<file path="config.mk">
export PLATFORM = sky130hd
export DESIGN_NAME = fmtc_top
export DESIGN_NICKNAME = d
export VERILOG_FILES = /design/src/fmtc_pkg.sv /design/src/fmtc_top.sv
export SDC_FILE = /design/constraint.sdc
export NUM_CORES = 1
export LEC_CHECK = 0
export BUFFER_PORTS_ARGS = -buffer_cell sky130_fd_sc_hd__buf_2
export CORE_MARGIN = 4
export CORE_UTILIZATION = 60
export DETAILED_ROUTE_END_ITERATION = 10
export PLACE_DENSITY = 0.88
export REMOVE_ABC_BUFFERS = 1
export SKIP_CTS_REPAIR_TIMING = 1
export SLEW_MARGIN = 20
export SYNTH_ARGS = -nofsm -noshare
export SYNTH_HDL_FRONTEND = slang
export SYNTH_SLANG_ARGS = --single-unit
</file>
<file path="constraint.sdc">
create_clock -name aclk -period 3.5 [get_ports aclk]
set_input_delay 0.525 -clock aclk [delete_from_list [all_inputs] [get_ports aclk]]
set_output_delay 0.525 -clock aclk [all_outputs]
set_load 0.005 [all_outputs]
</file>
<file path="src/fmtc_pkg.sv">
// Constants, field layouts and carrier types of the FSK modem transmit control.
// Assumes a 200 MHz system clock that stands in for the crystal time base.
package fmtc_pkg;

  // Clock and crystal time base
  localparam int unsigned CLK_HZ      = 200000000;
  localparam int unsigned CLK_MHZ     = 200;
  localparam int unsigned XTAL_HZ     = 11059200;
  localparam int          XACC_W      = 28;

  // Baud rates and level loop rate
  localparam int unsigned BAUD_SLOW   = 600;
  localparam int unsigned BAUD_FAST   = 1200;
  localparam int unsigned ALC_RATE_HZ = 7200;
  localparam int          BIT_W       = 14;
  localparam logic [BIT_W-1:0] HALF_SLOW = BIT_W'(XTAL_HZ / (2 * BAUD_SLOW));
  localparam logic [BIT_W-1:0] HALF_FAST = BIT_W'(XTAL_HZ / (2 * BAUD_FAST));
  localparam int          ALC_W       = 11;
  localparam logic [ALC_W-1:0] ALC_TICKS = ALC_W'(XTAL_HZ / ALC_RATE_HZ);

  // Carrier synthesis, frequencies in Hz
  localparam int          NCO_W       = 24;
  localparam longint      F_S0_ONE    = 81750;
  localparam longint      F_S0_ZERO   = 82350;
  localparam longint      F_S1_ONE    = 67200;
  localparam longint      F_S1_ZERO   = 67800;
  localparam longint      F_F0_ONE    = 71400;
  localparam longint      F_F0_ZERO   = 72600;
  localparam longint      F_F1_ONE    = 85950;
  localparam longint      F_F1_ZERO   = 87150;
  function automatic logic [NCO_W-1:0] nco_inc(input longint f_hz);
    nco_inc = NCO_W'((f_hz * (64'd1 << NCO_W)) / XTAL_HZ);
  endfunction

  // Times and derived cycle counts
  localparam int unsigned TIMEOUT_S      = 3;
  localparam int unsigned FAST_TIMEOUT_US = 1480;
  localparam int unsigned SETTLE_NS      = 34700;
  localparam int unsigned DETECT_NS      = 104200;
  localparam int unsigned TIMEOUT_CYC    = TIMEOUT_S * CLK_HZ;
  localparam int unsigned FAST_TO_CYC    = FAST_TIMEOUT_US * CLK_MHZ;
  localparam int unsigned SETTLE_CYC     = (SETTLE_NS * CLK_MHZ + 999) / 1000;
  localparam int unsigned DETECT_CYC     = (DETECT_NS * CLK_MHZ) / 1000;
  localparam int          TO_W           = 30;
  localparam int          WIN_W          = 16;

  // Level control
  localparam int          GAIN_W      = 5;
  localparam logic [GAIN_W-1:0] GAIN_MAX = 5'h1F;
  localparam logic [GAIN_W-1:0] GAIN_MIN = 5'h00;
  localparam int          FB_W        = 12;

  // Register map (byte addresses) and fields
  localparam int          AXI_AW      = 8;
  localparam logic [AXI_AW-1:0] REG_CTRL   = 8'h00;
  localparam logic [AXI_AW-1:0] REG_THRESH = 8'h04;
  localparam logic [AXI_AW-1:0] REG_STATUS = 8'h08;
  localparam logic [AXI_AW-1:0] REG_PEAK   = 8'h0C;
  localparam int          CTRL_LOOP_EN = 0;
  localparam int          THR_LO_LSB   = 0;
  localparam int          THR_HI_LSB   = 16;
  localparam logic [FB_W-1:0] THR_LO_RST = 12'h400;
  localparam logic [FB_W-1:0] THR_HI_RST = 12'hC00;
  localparam logic [1:0]  RESP_OKAY   = 2'h0;
  localparam logic [1:0]  RESP_SLVERR = 2'h2;

  typedef enum logic [1:0] {
    FMTC_ALC_IDLE   = 2'h0,
    FMTC_ALC_SETTLE = 2'h1,
    FMTC_ALC_DETECT = 2'h3,
    FMTC_ALC_WAIT   = 2'h2
  } fmtc_alc_t;

  typedef enum logic [1:0] {
    FMTC_DEC_HOLD = 2'h0,
    FMTC_DEC_UP   = 2'h1,
    FMTC_DEC_DOWN = 2'h2
  } fmtc_dec_t;

  // Pins from outside the clock domain
  typedef struct packed {
    logic            rx_tx_select;
    logic            tx_data;
    logic            baud_rate_select;
    logic            channel_select;
    logic            auto_return_disable;
    logic            fast_timeout_select;
    logic            recovery_test_input;
    logic            external_filter_select;
    logic            demod_in;
    logic            filter_test_in;
    logic [FB_W-1:0] level_feedback_in;
  } fmtc_pins_t;

  // Pins toward the line side
  typedef struct packed {
    logic              shared_bit_clock;
    logic              rx_data;
    logic              demodulated_out;
    logic              tx_filter_drive;
    logic              tx_active;
    logic              power_down;
    logic [GAIN_W-1:0] output_level_control;
  } fmtc_line_t;

endpackage

</file>
<file path="src/fmtc_top.sv">
// FSK modem transmit control: direction, bit clocks, carrier, level loop, registers.
// Assumes pins arrive asynchronously and an AXI4-Lite master on aclk.
//
// Notes on behaviour
// - Direction select low means transmit, high means receive.
// - Direction low beyond three seconds forces receive mode.
// - Transmit mode drives bit clock pin with baud-rate transmit clock.
// - Transmit data sampled at each bit clock rising edge.
// - Baud select low: 600 baud, carriers per channel select.
// - Baud select high: 1200 baud, carriers per channel select.
// - All carriers and clocks derive from the crystal time base.
// - Level control holds one of 32 gain settings.
// - Gain updates at 7200 Hz, one step each.
// - Each period: settling interval, then peak detection interval.
// - Peak below lower threshold raises gain one step.
// - Peak within thresholds inclusive keeps gain.
// - Peak above upper threshold lowers gain one step.
// - Reset low clears all logic and signals power-down; loop enable, thresholds and direction stages load non-zero values.
// - First test input stops auto switchover, routes third test input to recovery.
// - Second test input shortens the switchover delay.
// - Fourth test input feeds filter from external test input.
// - Bit clock pin carries receive or transmit clock by mode.
// - Shortened switchover delay is 1.48 ms.
// - First test input high with direction low transmits continuously.
// - Receive data updates on recovered clock rising edge.
`timescale 1ns/1ps
`default_nettype none
module fmtc_top
  import fmtc_pkg::*;
#(
  parameter int unsigned TIMEOUT_CYCLES = fmtc_pkg::TIMEOUT_CYC,
  parameter int unsigned FAST_TO_CYCLES = fmtc_pkg::FAST_TO_CYC,
  parameter int unsigned SETTLE_CYCLES  = fmtc_pkg::SETTLE_CYC,
  parameter int unsigned DETECT_CYCLES  = fmtc_pkg::DETECT_CYC
) (
  // Clock and reset
  input  wire logic                        aclk,
  input  wire logic                        aresetn,
  // AXI4-Lite write
  input  wire logic [fmtc_pkg::AXI_AW-1:0] s_axi_awaddr,
  input  wire logic                        s_axi_awvalid,
  output logic                             s_axi_awready,
  input  wire logic [31:0]                 s_axi_wdata,
  input  wire logic [3:0]                  s_axi_wstrb,
  input  wire logic                        s_axi_wvalid,
  output logic                             s_axi_wready,
  output logic [1:0]                       s_axi_bresp,
  output logic                             s_axi_bvalid,
  input  wire logic                        s_axi_bready,
  // AXI4-Lite read
  input  wire logic [fmtc_pkg::AXI_AW-1:0] s_axi_araddr,
  input  wire logic                        s_axi_arvalid,
  output logic                             s_axi_arready,
  output logic [31:0]                      s_axi_rdata,
  output logic [1:0]                       s_axi_rresp,
  output logic                             s_axi_rvalid,
  input  wire logic                        s_axi_rready,
  // Modem pins
  input  wire fmtc_pkg::fmtc_pins_t        pins,
  output fmtc_pkg::fmtc_line_t             line
);
  import fmtc_pkg::*;

  typedef struct packed {
    fmtc_pins_t        sync1;
    fmtc_pins_t        sync2;
    logic [XACC_W-1:0] xacc;
    logic              dir_q;
    logic [TO_W-1:0]   to_cnt;
    logic              timed_out;
    logic              tx_mode;
    logic [BIT_W-1:0]  bit_cnt;
    logic              tx_clk;
    logic              tx_bit;
    logic [NCO_W-1:0]  nco;
    logic [BIT_W-1:0]  rx_cnt;
    logic              rx_clk;
    logic              rx_prev;
    logic              rx_data;
    logic              demod_out;
    logic              shared_clk;
    logic              filt_drive;
    logic [ALC_W-1:0]  alc_cnt;
    fmtc_alc_t         alc_st;
    logic [WIN_W-1:0]  win_cnt;
    logic [FB_W-1:0]   peak;
    logic [FB_W-1:0]   last_peak;
    logic [FB_W-1:0]   fb_q;
    logic [GAIN_W-1:0] gain;
    fmtc_dec_t         last_dec;
    logic              pd;
    logic              loop_en;
    logic [FB_W-1:0]   thr_lo;
    logic [FB_W-1:0]   thr_hi;
    logic              aw_got;
    logic [AXI_AW-1:0] aw_addr;
    logic              w_got;
    logic [31:0]       wdata;
    logic [3:0]        wstrb;
    logic              bvalid;
    logic [1:0]        bresp;
    logic              rvalid;
    logic [31:0]       rdata;
    logic [1:0]        rresp;
  } fmtc_state_t;

  fmtc_state_t s;
  fmtc_state_t next_s;

  logic              xtick;
  logic [XACC_W-1:0] xsum;
  logic [BIT_W-1:0]  half;
  logic [NCO_W-1:0]  inc;
  logic [TO_W-1:0]   to_limit;
  logic              rec_in;
  logic [31:0]       cur;
  logic [31:0]       merged;

  always_comb begin
    next_s = s;
    // Pin synchronisers
    next_s.sync1 = pins;
    next_s.sync2 = s.sync1;
    next_s.dir_q = s.sync2.rx_tx_select;
    next_s.pd = 1'b0;

    // Crystal time base as a fractional enable
    xsum = s.xacc + XACC_W'(XTAL_HZ);
    xtick = (xsum >= XACC_W'(CLK_HZ));
    next_s.xacc = xtick ? xsum - XACC_W'(CLK_HZ) : xsum;

    // Mode and timeout
    to_limit = s.sync2.fast_timeout_select ? TO_W'(FAST_TO_CYCLES)
                                           : TO_W'(TIMEOUT_CYCLES);
    if (s.sync2.rx_tx_select) begin
      next_s.to_cnt = '0;
      next_s.timed_out = 1'b0;
    end else if (s.dir_q) begin
      next_s.to_cnt = '0;
    end else if (s.sync2.auto_return_disable) begin
      next_s.to_cnt = '0;
    end else if (s.to_cnt >= to_limit) begin
      next_s.timed_out = 1'b1;
    end else begin
      next_s.to_cnt = s.to_cnt + 1'b1;
    end
    next_s.tx_mode = ~s.sync2.rx_tx_select & ~next_s.timed_out;

    // Transmit bit clock and data sampling
    half = s.sync2.baud_rate_select ? HALF_FAST : HALF_SLOW;
    if (!s.tx_mode) begin
      next_s.bit_cnt = '0;
      next_s.tx_bit = s.sync2.tx_data;
      next_s.tx_clk = 1'b0;
    end else if (xtick) begin
      if (s.bit_cnt >= half - 1'b1) begin
        next_s.bit_cnt = '0;
        next_s.tx_clk = ~s.tx_clk;
        if (!s.tx_clk) begin
          next_s.tx_bit = s.sync2.tx_data;
        end
      end else begin
        next_s.bit_cnt = s.bit_cnt + 1'b1;
      end
    end

    // Carrier synthesis
    case ({s.sync2.baud_rate_select, s.sync2.channel_select, s.tx_bit})
      3'h0:    inc = nco_inc(F_S0_ZERO);
      3'h1:    inc = nco_inc(F_S0_ONE);
      3'h2:    inc = nco_inc(F_S1_ZERO);
      3'h3:    inc = nco_inc(F_S1_ONE);
      3'h4:    inc = nco_inc(F_F0_ZERO);
      3'h5:    inc = nco_inc(F_F0_ONE);
      3'h6:    inc = nco_inc(F_F1_ZERO);
      default: inc = nco_inc(F_F1_ONE);
    endcase
    if (!s.tx_mode) begin
      next_s.nco = '0;
    end else if (xtick) begin
      next_s.nco = s.nco + inc;
    end
    next_s.filt_drive = s.tx_mode & (s.sync2.external_filter_select ? s.sync2.filter_test_in
                                                                   : s.nco[NCO_W-1]);

    // Receive clock recovery
    rec_in = s.sync2.auto_return_disable ? s.sync2.recovery_test_input
                                         : s.sync2.demod_in;
    next_s.demod_out = rec_in;
    next_s.rx_prev = rec_in;
    // Phase restarts at each data edge
    if (s.tx_mode) begin
      next_s.rx_cnt = '0;
      next_s.rx_clk = 1'b0;
    end else if (rec_in != s.rx_prev) begin
      next_s.rx_cnt = '0;
      next_s.rx_clk = 1'b0;
    end else if (xtick) begin
      if (s.rx_cnt >= half - 1'b1) begin
        next_s.rx_cnt = '0;
        next_s.rx_clk = ~s.rx_clk;
        if (!s.rx_clk) begin
          next_s.rx_data = rec_in;
        end
      end else begin
        next_s.rx_cnt = s.rx_cnt + 1'b1;
      end
    end
    next_s.shared_clk = s.tx_mode ? s.tx_clk : s.rx_clk;

    // Level control loop
    if (xtick) begin
      next_s.alc_cnt = (s.alc_cnt >= ALC_TICKS - 1'b1) ? '0 : s.alc_cnt + 1'b1;
    end
    next_s.fb_q = s.sync2.level_feedback_in;
    if (s.win_cnt != '1) begin
      next_s.win_cnt = s.win_cnt + 1'b1;
    end
    case (s.alc_st)
      FMTC_ALC_IDLE: begin
        if (s.tx_mode && s.loop_en) begin
          next_s.alc_st = FMTC_ALC_WAIT;
        end
      end

      FMTC_ALC_SETTLE: begin
        if (s.win_cnt >= WIN_W'(SETTLE_CYCLES - 1)) begin
          next_s.alc_st = FMTC_ALC_DETECT;
          next_s.win_cnt = '0;
          next_s.peak = '0;
        end
      end

      FMTC_ALC_DETECT: begin
        // Feedback word taken only when seen twice
        if (s.sync2.level_feedback_in == s.fb_q && s.fb_q > s.peak) begin
          next_s.peak = s.fb_q;
        end
        // Also ends in the last tick slot: settle and detect together exceed a period
        if (s.win_cnt >= WIN_W'(DETECT_CYCLES - 1)
            || s.alc_cnt >= ALC_TICKS - 1'b1) begin
          next_s.alc_st = FMTC_ALC_WAIT;
        end
      end

      // Decision at the period end
      default: begin
        if (xtick && s.alc_cnt >= ALC_TICKS - 1'b1) begin
          next_s.win_cnt = '0;
          next_s.alc_st = FMTC_ALC_SETTLE;
          next_s.last_peak = s.peak;
          if (s.tx_mode) begin
            if (s.peak < s.thr_lo) begin
              next_s.last_dec = FMTC_DEC_UP;
              if (s.gain != GAIN_MAX) next_s.gain = s.gain + 1'b1;
            end else if (s.peak > s.thr_hi) begin
              next_s.last_dec = FMTC_DEC_DOWN;
              if (s.gain != GAIN_MIN) next_s.gain = s.gain - 1'b1;
            end else begin
              next_s.last_dec = FMTC_DEC_HOLD;
            end
          end
          next_s.peak = s.thr_lo; // Skipped window after idle reads as in-band
        end
        if (!s.tx_mode || !s.loop_en) begin
          next_s.alc_st = FMTC_ALC_IDLE;
        end
      end
    endcase
    if (s.alc_st == FMTC_ALC_IDLE) begin
      next_s.peak = s.thr_lo;
    end

    // Register write path
    // Address and data in either order
    if (s_axi_awvalid && !s.aw_got && !s.bvalid) begin
      next_s.aw_got = 1'b1;
      next_s.aw_addr = s_axi_awaddr;
    end
    if (s_axi_wvalid && !s.w_got && !s.bvalid) begin
      next_s.w_got = 1'b1;
      next_s.wdata = s_axi_wdata;
      next_s.wstrb = s_axi_wstrb;
    end
    // Byte strobes merge into current value
    cur = '0;
    if (s.aw_addr == REG_CTRL) begin
      cur[CTRL_LOOP_EN] = s.loop_en;
    end else if (s.aw_addr == REG_THRESH) begin
      cur[THR_LO_LSB +: FB_W] = s.thr_lo;
      cur[THR_HI_LSB +: FB_W] = s.thr_hi;
    end
    for (int i = 0; i < 4; i++) begin
      merged[i*8 +: 8] = s.wstrb[i] ? s.wdata[i*8 +: 8] : cur[i*8 +: 8];
    end
    // Commit once both are held
    if (s.aw_got && s.w_got) begin
      next_s.aw_got = 1'b0;
      next_s.w_got = 1'b0;
      next_s.bvalid = 1'b1;
      next_s.bresp = RESP_OKAY;
      if (s.aw_addr == REG_CTRL) begin
        next_s.loop_en = merged[CTRL_LOOP_EN];
      end else if (s.aw_addr == REG_THRESH) begin
        next_s.thr_lo = merged[THR_LO_LSB +: FB_W];
        next_s.thr_hi = merged[THR_HI_LSB +: FB_W];
      end else if (s.aw_addr != REG_STATUS && s.aw_addr != REG_PEAK) begin
        next_s.bresp = RESP_SLVERR;
      end
    end
    // Response stands until bready
    if (s.bvalid && s_axi_bready) begin
      next_s.bvalid = 1'b0;
    end

    // Register read path
    // Data stands until rready
    if (s_axi_arvalid && !s.rvalid) begin
      next_s.rvalid = 1'b1;
      next_s.rresp = RESP_OKAY;
      next_s.rdata = '0;
      case (s_axi_araddr)
        REG_CTRL:   next_s.rdata[CTRL_LOOP_EN] = s.loop_en;
        REG_THRESH: next_s.rdata = {4'h0, s.thr_hi, 4'h0, s.thr_lo};
        REG_STATUS: next_s.rdata = {16'h0, 3'h0, s.gain, 4'h0, s.last_dec, s.timed_out,
                                    s.tx_mode};
        REG_PEAK:   next_s.rdata[FB_W-1:0] = s.last_peak;
        default:    next_s.rresp = RESP_SLVERR;
      endcase
    end else if (s.rvalid && s_axi_rready) begin
      next_s.rvalid = 1'b0;
    end
  end

  always_ff @(posedge aclk) begin
    if (!aresetn) begin
      s <= '0;
      s.pd <= 1'b1;
      s.sync1.rx_tx_select <= 1'b1;
      s.sync2.rx_tx_select <= 1'b1;
      s.dir_q <= 1'b1;
      s.alc_st <= FMTC_ALC_IDLE;
      s.last_dec <= FMTC_DEC_HOLD;
      s.gain <= GAIN_MIN;
      s.loop_en <= 1'b1;
      s.thr_lo <= THR_LO_RST;
      s.thr_hi <= THR_HI_RST;
    end else begin
      s <= next_s;
    end
  end

  assign s_axi_awready = ~s.aw_got & ~s.bvalid;
  assign s_axi_wready  = ~s.w_got & ~s.bvalid;
  assign s_axi_bvalid  = s.bvalid;
  assign s_axi_bresp   = s.bresp;
  assign s_axi_arready = ~s.rvalid;
  assign s_axi_rvalid  = s.rvalid;
  assign s_axi_rdata   = s.rdata;
  assign s_axi_rresp   = s.rresp;

  assign line.shared_bit_clock     = s.shared_clk;
  assign line.rx_data              = s.rx_data;
  assign line.demodulated_out      = s.demod_out;
  assign line.tx_filter_drive      = s.filt_drive;
  assign line.tx_active            = s.tx_mode;
  assign line.power_down           = s.pd;
  assign line.output_level_control = s.gain;

endmodule
`default_nettype wire
</file>
# After elaboration in Yosys (flattened, before gate mapping)
# Cells that the tools add are included.
# totals
inputBits	81
reg_bits	346
# op_classes
addsub	11
n_reduce_logical	55
n_lt_le_gt_ge	10
bitwise_logic	17
muxes	60
n_eq_ne	27
# op_table
operator	count
one-hot mux 18 bit (7 select lines)	1
two-way mux 110 bit	1
one-hot mux 16 bit (2 select lines)	2
two-way mux 30 bit	2
two-way mux 24 bit	2
two-way mux 14 bit	3
two-way mux 42 bit	1
two-way mux 37 bit	1
two-way mux 34 bit	1
one-hot mux 11 bit (3 select lines)	1
adder 30 x 1 -> 30 bit (second input constant)	1
greater-or-equal comparator 30 bit	1
adder 14 x 1 -> 14 bit (second input constant)	2
adder 28 x 24 -> 28 bit (second input constant)	1
greater-or-equal comparator 14 bit	2
greater-or-equal comparator 28 bit (second input constant)	1
two-way mux 28 bit	1
subtractor 28 bit (second input constant)	1
two-way mux 26 bit	1
adder 24 bit	1
> comparator 12 bit	2
two-way mux 12 bit	2
one-hot mux 12 bit (2 select lines)	1
two-way mux 11 bit	2
other kinds (54)	146

# Depth between registers and ports, before layout
# logic_depth
depth_word	8
mapped_depth	13

# Worst setup path after synthesis
# Ideal clock, no wire load.
# synth_path
kind	flip-flop to flip-flop
from	register s[322] in the netlist's numbering
to	register s[222] in the netlist's numbering
synth_period_minus_slack_ns	3.215
path_slack_ns	0.285
path_stages_with_launch	14
arrival_ns	3.083
setup_time_ns	0.132
t_required_ns	3.368
n_path_buf	0
cell_sequence	dfxtp_1 -> inv_1 -> nand2_1 -> xnor2_1 -> ha_1 -> fa_1 -> a211oi_1 -> o21bai_1 -> o41ai_1 -> a21oi_1 -> a311oi_1 -> o21a_1 -> or4_1 -> a21oi_1
# synth_between
elab_chain_cells	3
word_cells_on_any_way	9
cone_classes	1 x add/sub; 6 x eq/ne; 1 x mux; 1 x reduce/logical
# synth_lines
element	line	text
start, declared	fmtc_top.sv:107	fmtc_state_t s;
start signal, assigned	fmtc_top.sv:349	s <= next_s;
== test 3 bit, or another cell as far along	fmtc_top.sv:168	case ({s.sync2.baud_rate_select, s.sync2.channel_select, s.tx_bit})
one-hot mux 18 bit (7 select lines) *	fmtc_top.sv:168	
adder 24 bit *	fmtc_top.sv:181	next_s.nco = s.nco + inc;
# Mark *: on every way between the ends. The rest lies on a longest branch, timed or not.
# A chain may end at the register's enable or synchronous reset.

# Final worst setup path
# layout_path
from	register s[290] in the netlist's numbering
to	register s[221] in the netlist's numbering
# layout_between
elab_chain_cells	2
# layout_lines
element	line	text
adder 28 x 24 -> 28 bit	fmtc_top.sv:128	xsum = s.xacc + XACC_W'(XTAL_HZ);
greater-or-equal comparator 28 bit	fmtc_top.sv:129	xtick = (xsum >= XACC_W'(CLK_HZ));
# Every way passes these cells.

==> metrics.md <==
| Metric | Value |
|---|---|
| Vias per inst | 6.00 |
| Final setup fails | 0 |
| Die width | 173 µm |
| CP startpoint kind | flop |
| Synthesized area per cell | 8.41 µm² |
| Clock Sinks | 320 |
| Power share of the combinational group | 9.5% |
| Synthesized instance count | 1942 |
| Synth Area in Adders | 6.99% |
| Core area | 26900 µm² |
| Antenna violations before repair | 1 |
| Worst-path clk slew | 60 ps |
| Switching Share | 24.8% |
| RSZ-0062 raised after global routing | no |
| XOR/XNOR Fraction of Synth Area | 5.10% |
| Routed Antenna Nets | 0 |
| Post-Synth Simple-Gate Area | 22.4% |
| Gr usage total | 24.0% |
| Fmax | 305 MHz |
| Power Dens Cells | 461 nW/µm² |
| Worst-path fanout max | 27 |
| CP cell instances | inv_1, ha_1, and4b_4, or4_4, a31oi_2, nand2_2, a211o_1, buf_12, a21oi_2, buf_4, a31oi_1, a41o_1 |
| Starting density of the core | 60.7% |
| Vias | 14200 |
| Clock Skew | 19.4 ps |
| 1st-pass router iterations | 7 |
| N_diodes | 0 |
| Vias in the first global route | 13600 |
| Largest family of logic cells by synthesized area | simple AND/OR/NAND/NOR gates |
| R2R cell count | 12 |
| Final hold violation count | 0 |
| Final wirelength | 37700 µm |
| Max-Cap Viols | 0 |
| Status | finished clean |
| Clk_lat worst skew | 530 ps |
| Top Ports | 133 |
| Async SR Flop Fraction | 0% |
| Crit path max-delay cell type | or4_4 |
| Grt ovf | 0 |
| Slew @ Worst Pin | 1130 ps |
| Fillers | 2125 |
| Worst VDD drop | 0.483 mV |
| Slowest stage delay, CP | 530 ps |
| Top-count cell post-synth | dfxtp_1 |
| CTS tree | built |
| Drt wl/cell | 15.9 µm |
| Launch point of the worst path | s[290] |
| Slew Viols, Final | 0 |
| Die area | 29900 µm² |
| Leak Pwr | 6.97 nW |
| GP Congestion | 0.896 |
| Yosys warns | 0 |
| Yosys reg bits | 320 |
| Net Sw Power | 0.00208 W |
| Row count | 60 |
| Synth unique cells | 81 |
| Worst EP required | 3910 ps |
| Hold Crit Start | s_axi_rready |
| Post-DP HPWL | 26000 µm |
| R2r endpoint | s[221] |
| Yosys top cell by area | dfxtp_1 |
| Hold Crit Class | input pin to flop |
| Setup CP Type | flop to flop |
| Top cells by count, synth | dfxtp_1 (320), nand2_1 (256), a21oi_1 (168), nor2_1 (133), nand3_1 (97) |
| Top cell type's share of synthesized area | 39.2% |
| Detailed-route DRC error count | 0 |
| Min cycle time layout | 3280 ps |
| Largest cells by area after synthesis | dfxtp_1 (39%), ha_1 (6.7%), nand2_1 (5.9%) |
| Post-synth EDFFs | 0 |
| Int Power | 0.00632 W |
| Worst path bufs/invs | 3 |
| Register share of total power | 45.9% |
| Clk root buf | clkbuf_16 |
| Port Buf Inserts | 115 |
| First-pass GRT wire length | 62800 µm |
| Layout cells sized above 1 | 13.0% |
| RR Startpoint | s[290] |
| Clock share of power | 44.6% |
| Most used DFF post-synth | dfxtp_1 |
| Complex-gate fraction of the synthesized area | 18.7% |
| CTS Buf Count | 35 |
| R2R Setup Slk | 220 ps |
| Final worst slack | 217 ps |
| Multiplexer share of the synthesized area | 1.44% |
| Drt initial violations | 1034 |
| Sequential area share after synthesis | 39.2% |
| Setup TNS | 0 ps |
| Worst Setup End Kind | flop |
| Nets | 2176 |
| DP Worst Slack | 169 ps |
| Clock buffer depth | 3 |
| Worst Setup EP | s[221] |
| Delay-heaviest family, CP | compound AO/OA/AOI/OAI gates |
| Slew headroom | 24.1% |
| Critical Path Stages | 12 |
| Worst EP arrival | 3690 ps |
| H-tree lvl count | 2 |
| Synth Cell Area | 16300 µm² |
| Die Y | 173 µm |
| Tcrit/Tclk final | 93.8% |
| Largest net degree at the start of global routing | 72 |
| Layout area overhead | 11.5% |
==> metal layers <==
metal  part of all wire, %  GRT usage [%]
met5                 0.021              0
met4                   3.5           10.0
met3                   5.6           3.56
met2                    49           42.4
met1                    42           29.2
==> placed cells by master, fill, tap and decap left out, types with 24 or more instances in the layout <==
cell type and instances:
a211oi_1 25, a21o_1 24, a21oi_1 167, and2_1 63, buf_2 114, buf_4 47, clkbuf_16 36, dfxtp_1 320
ha_1 88, inv_1 66, nand2_1 256, nand3_1 97, nor2_1 133, nor3_1 39, o211ai_1 32, o21ai_0 75
xnor2_1 67, xor2_1 26
==> power by group through the flow <==
stage	registers, W	logic [W]	clock network (W)
after floorplan	0.00390	0.000535	0
after global placement	0.00392	0.000742	0
after detailed placement	0.00393	0.000779	0
after CTS	0.00385	0.000789	0.00380
after global routing	0.00386	0.000889	0.00396
final	0.00385	0.000798	0.00375
==> worst reg2reg max path: cells and delay by family, from the launching register on <==
| kind | cells | cell delay [ps] |
|---|---|---|
| compound gates | 5 | 1120 |
| buf+inv | 3 | 670 |
| flops | 1 | 340 |
| fa+ha+maj | 1 | 170 |
| simple gates | 3 | 880 |
==> stage by stage <==
stage	power [W]	utilization, %	std cells	instance area (µm²)	hold WS (ps)
2_1_floorplan	0.00444	-	1806	15600	386
3_3_place_gp	0.00466	63.2	2306	17000	394
3_5_place_dp	0.00471	63.2	2306	17000	402
4_1_cts	0.00844	67.6	2369	18200	169
5_1_grt	0.00871	67.8	2372	18200	196
6_report	0.00840	67.8	2372	18200	178
==> area by class of cell <==
type | count | area [µm²] | area share, %
Clock inverter | 15 | 159 | 0.873
Tap cell | 341 | 427 | 2.34
Sequential cell | 320 | 6410 | 35.2
Clock buffer | 48 | 1040 | 5.69
Multi-Input combinational cell | 1419 | 8990 | 49.4
Inverter | 67 | 253 | 1.39
Timing Repair Buffer | 162 | 943 | 5.18
==> worst min path at each step <==
| stage | to | cells after the start | slack, ps |
|---|---|---|---|
| CTS | s_axi_rvalid | 2 | 170 |
| detailed placement | next_s[274] | 1 | 400 |
| floorplan | next_s[274] | 1 | 390 |
| finish | s_axi_rvalid | 2 | 180 |
| global placement | next_s[274] | 1 | 390 |
| global route | s_axi_rvalid | 2 | 200 |
==> logic make-up after synthesis <==
group | Yosys count
adders and majority gates | 90
DFF | 320
other | 1
and+or+nand+nor | 748
buffers and inverters | 211
xor gates and xnor gates | 95
muxes | 22
AOI/OAI and AO/OA | 455
==> sequential cells by signal, indices dropped and copies added (netlist names) <==
signal / flops
line: 11
next_s: 35
s: 245
s_axi_bresp: 1
s_axi_bvalid: 1
s_axi_rdata: 25
s_axi_rresp: 1
s_axi_rvalid: 1
(Power assumes the default switching activity.)
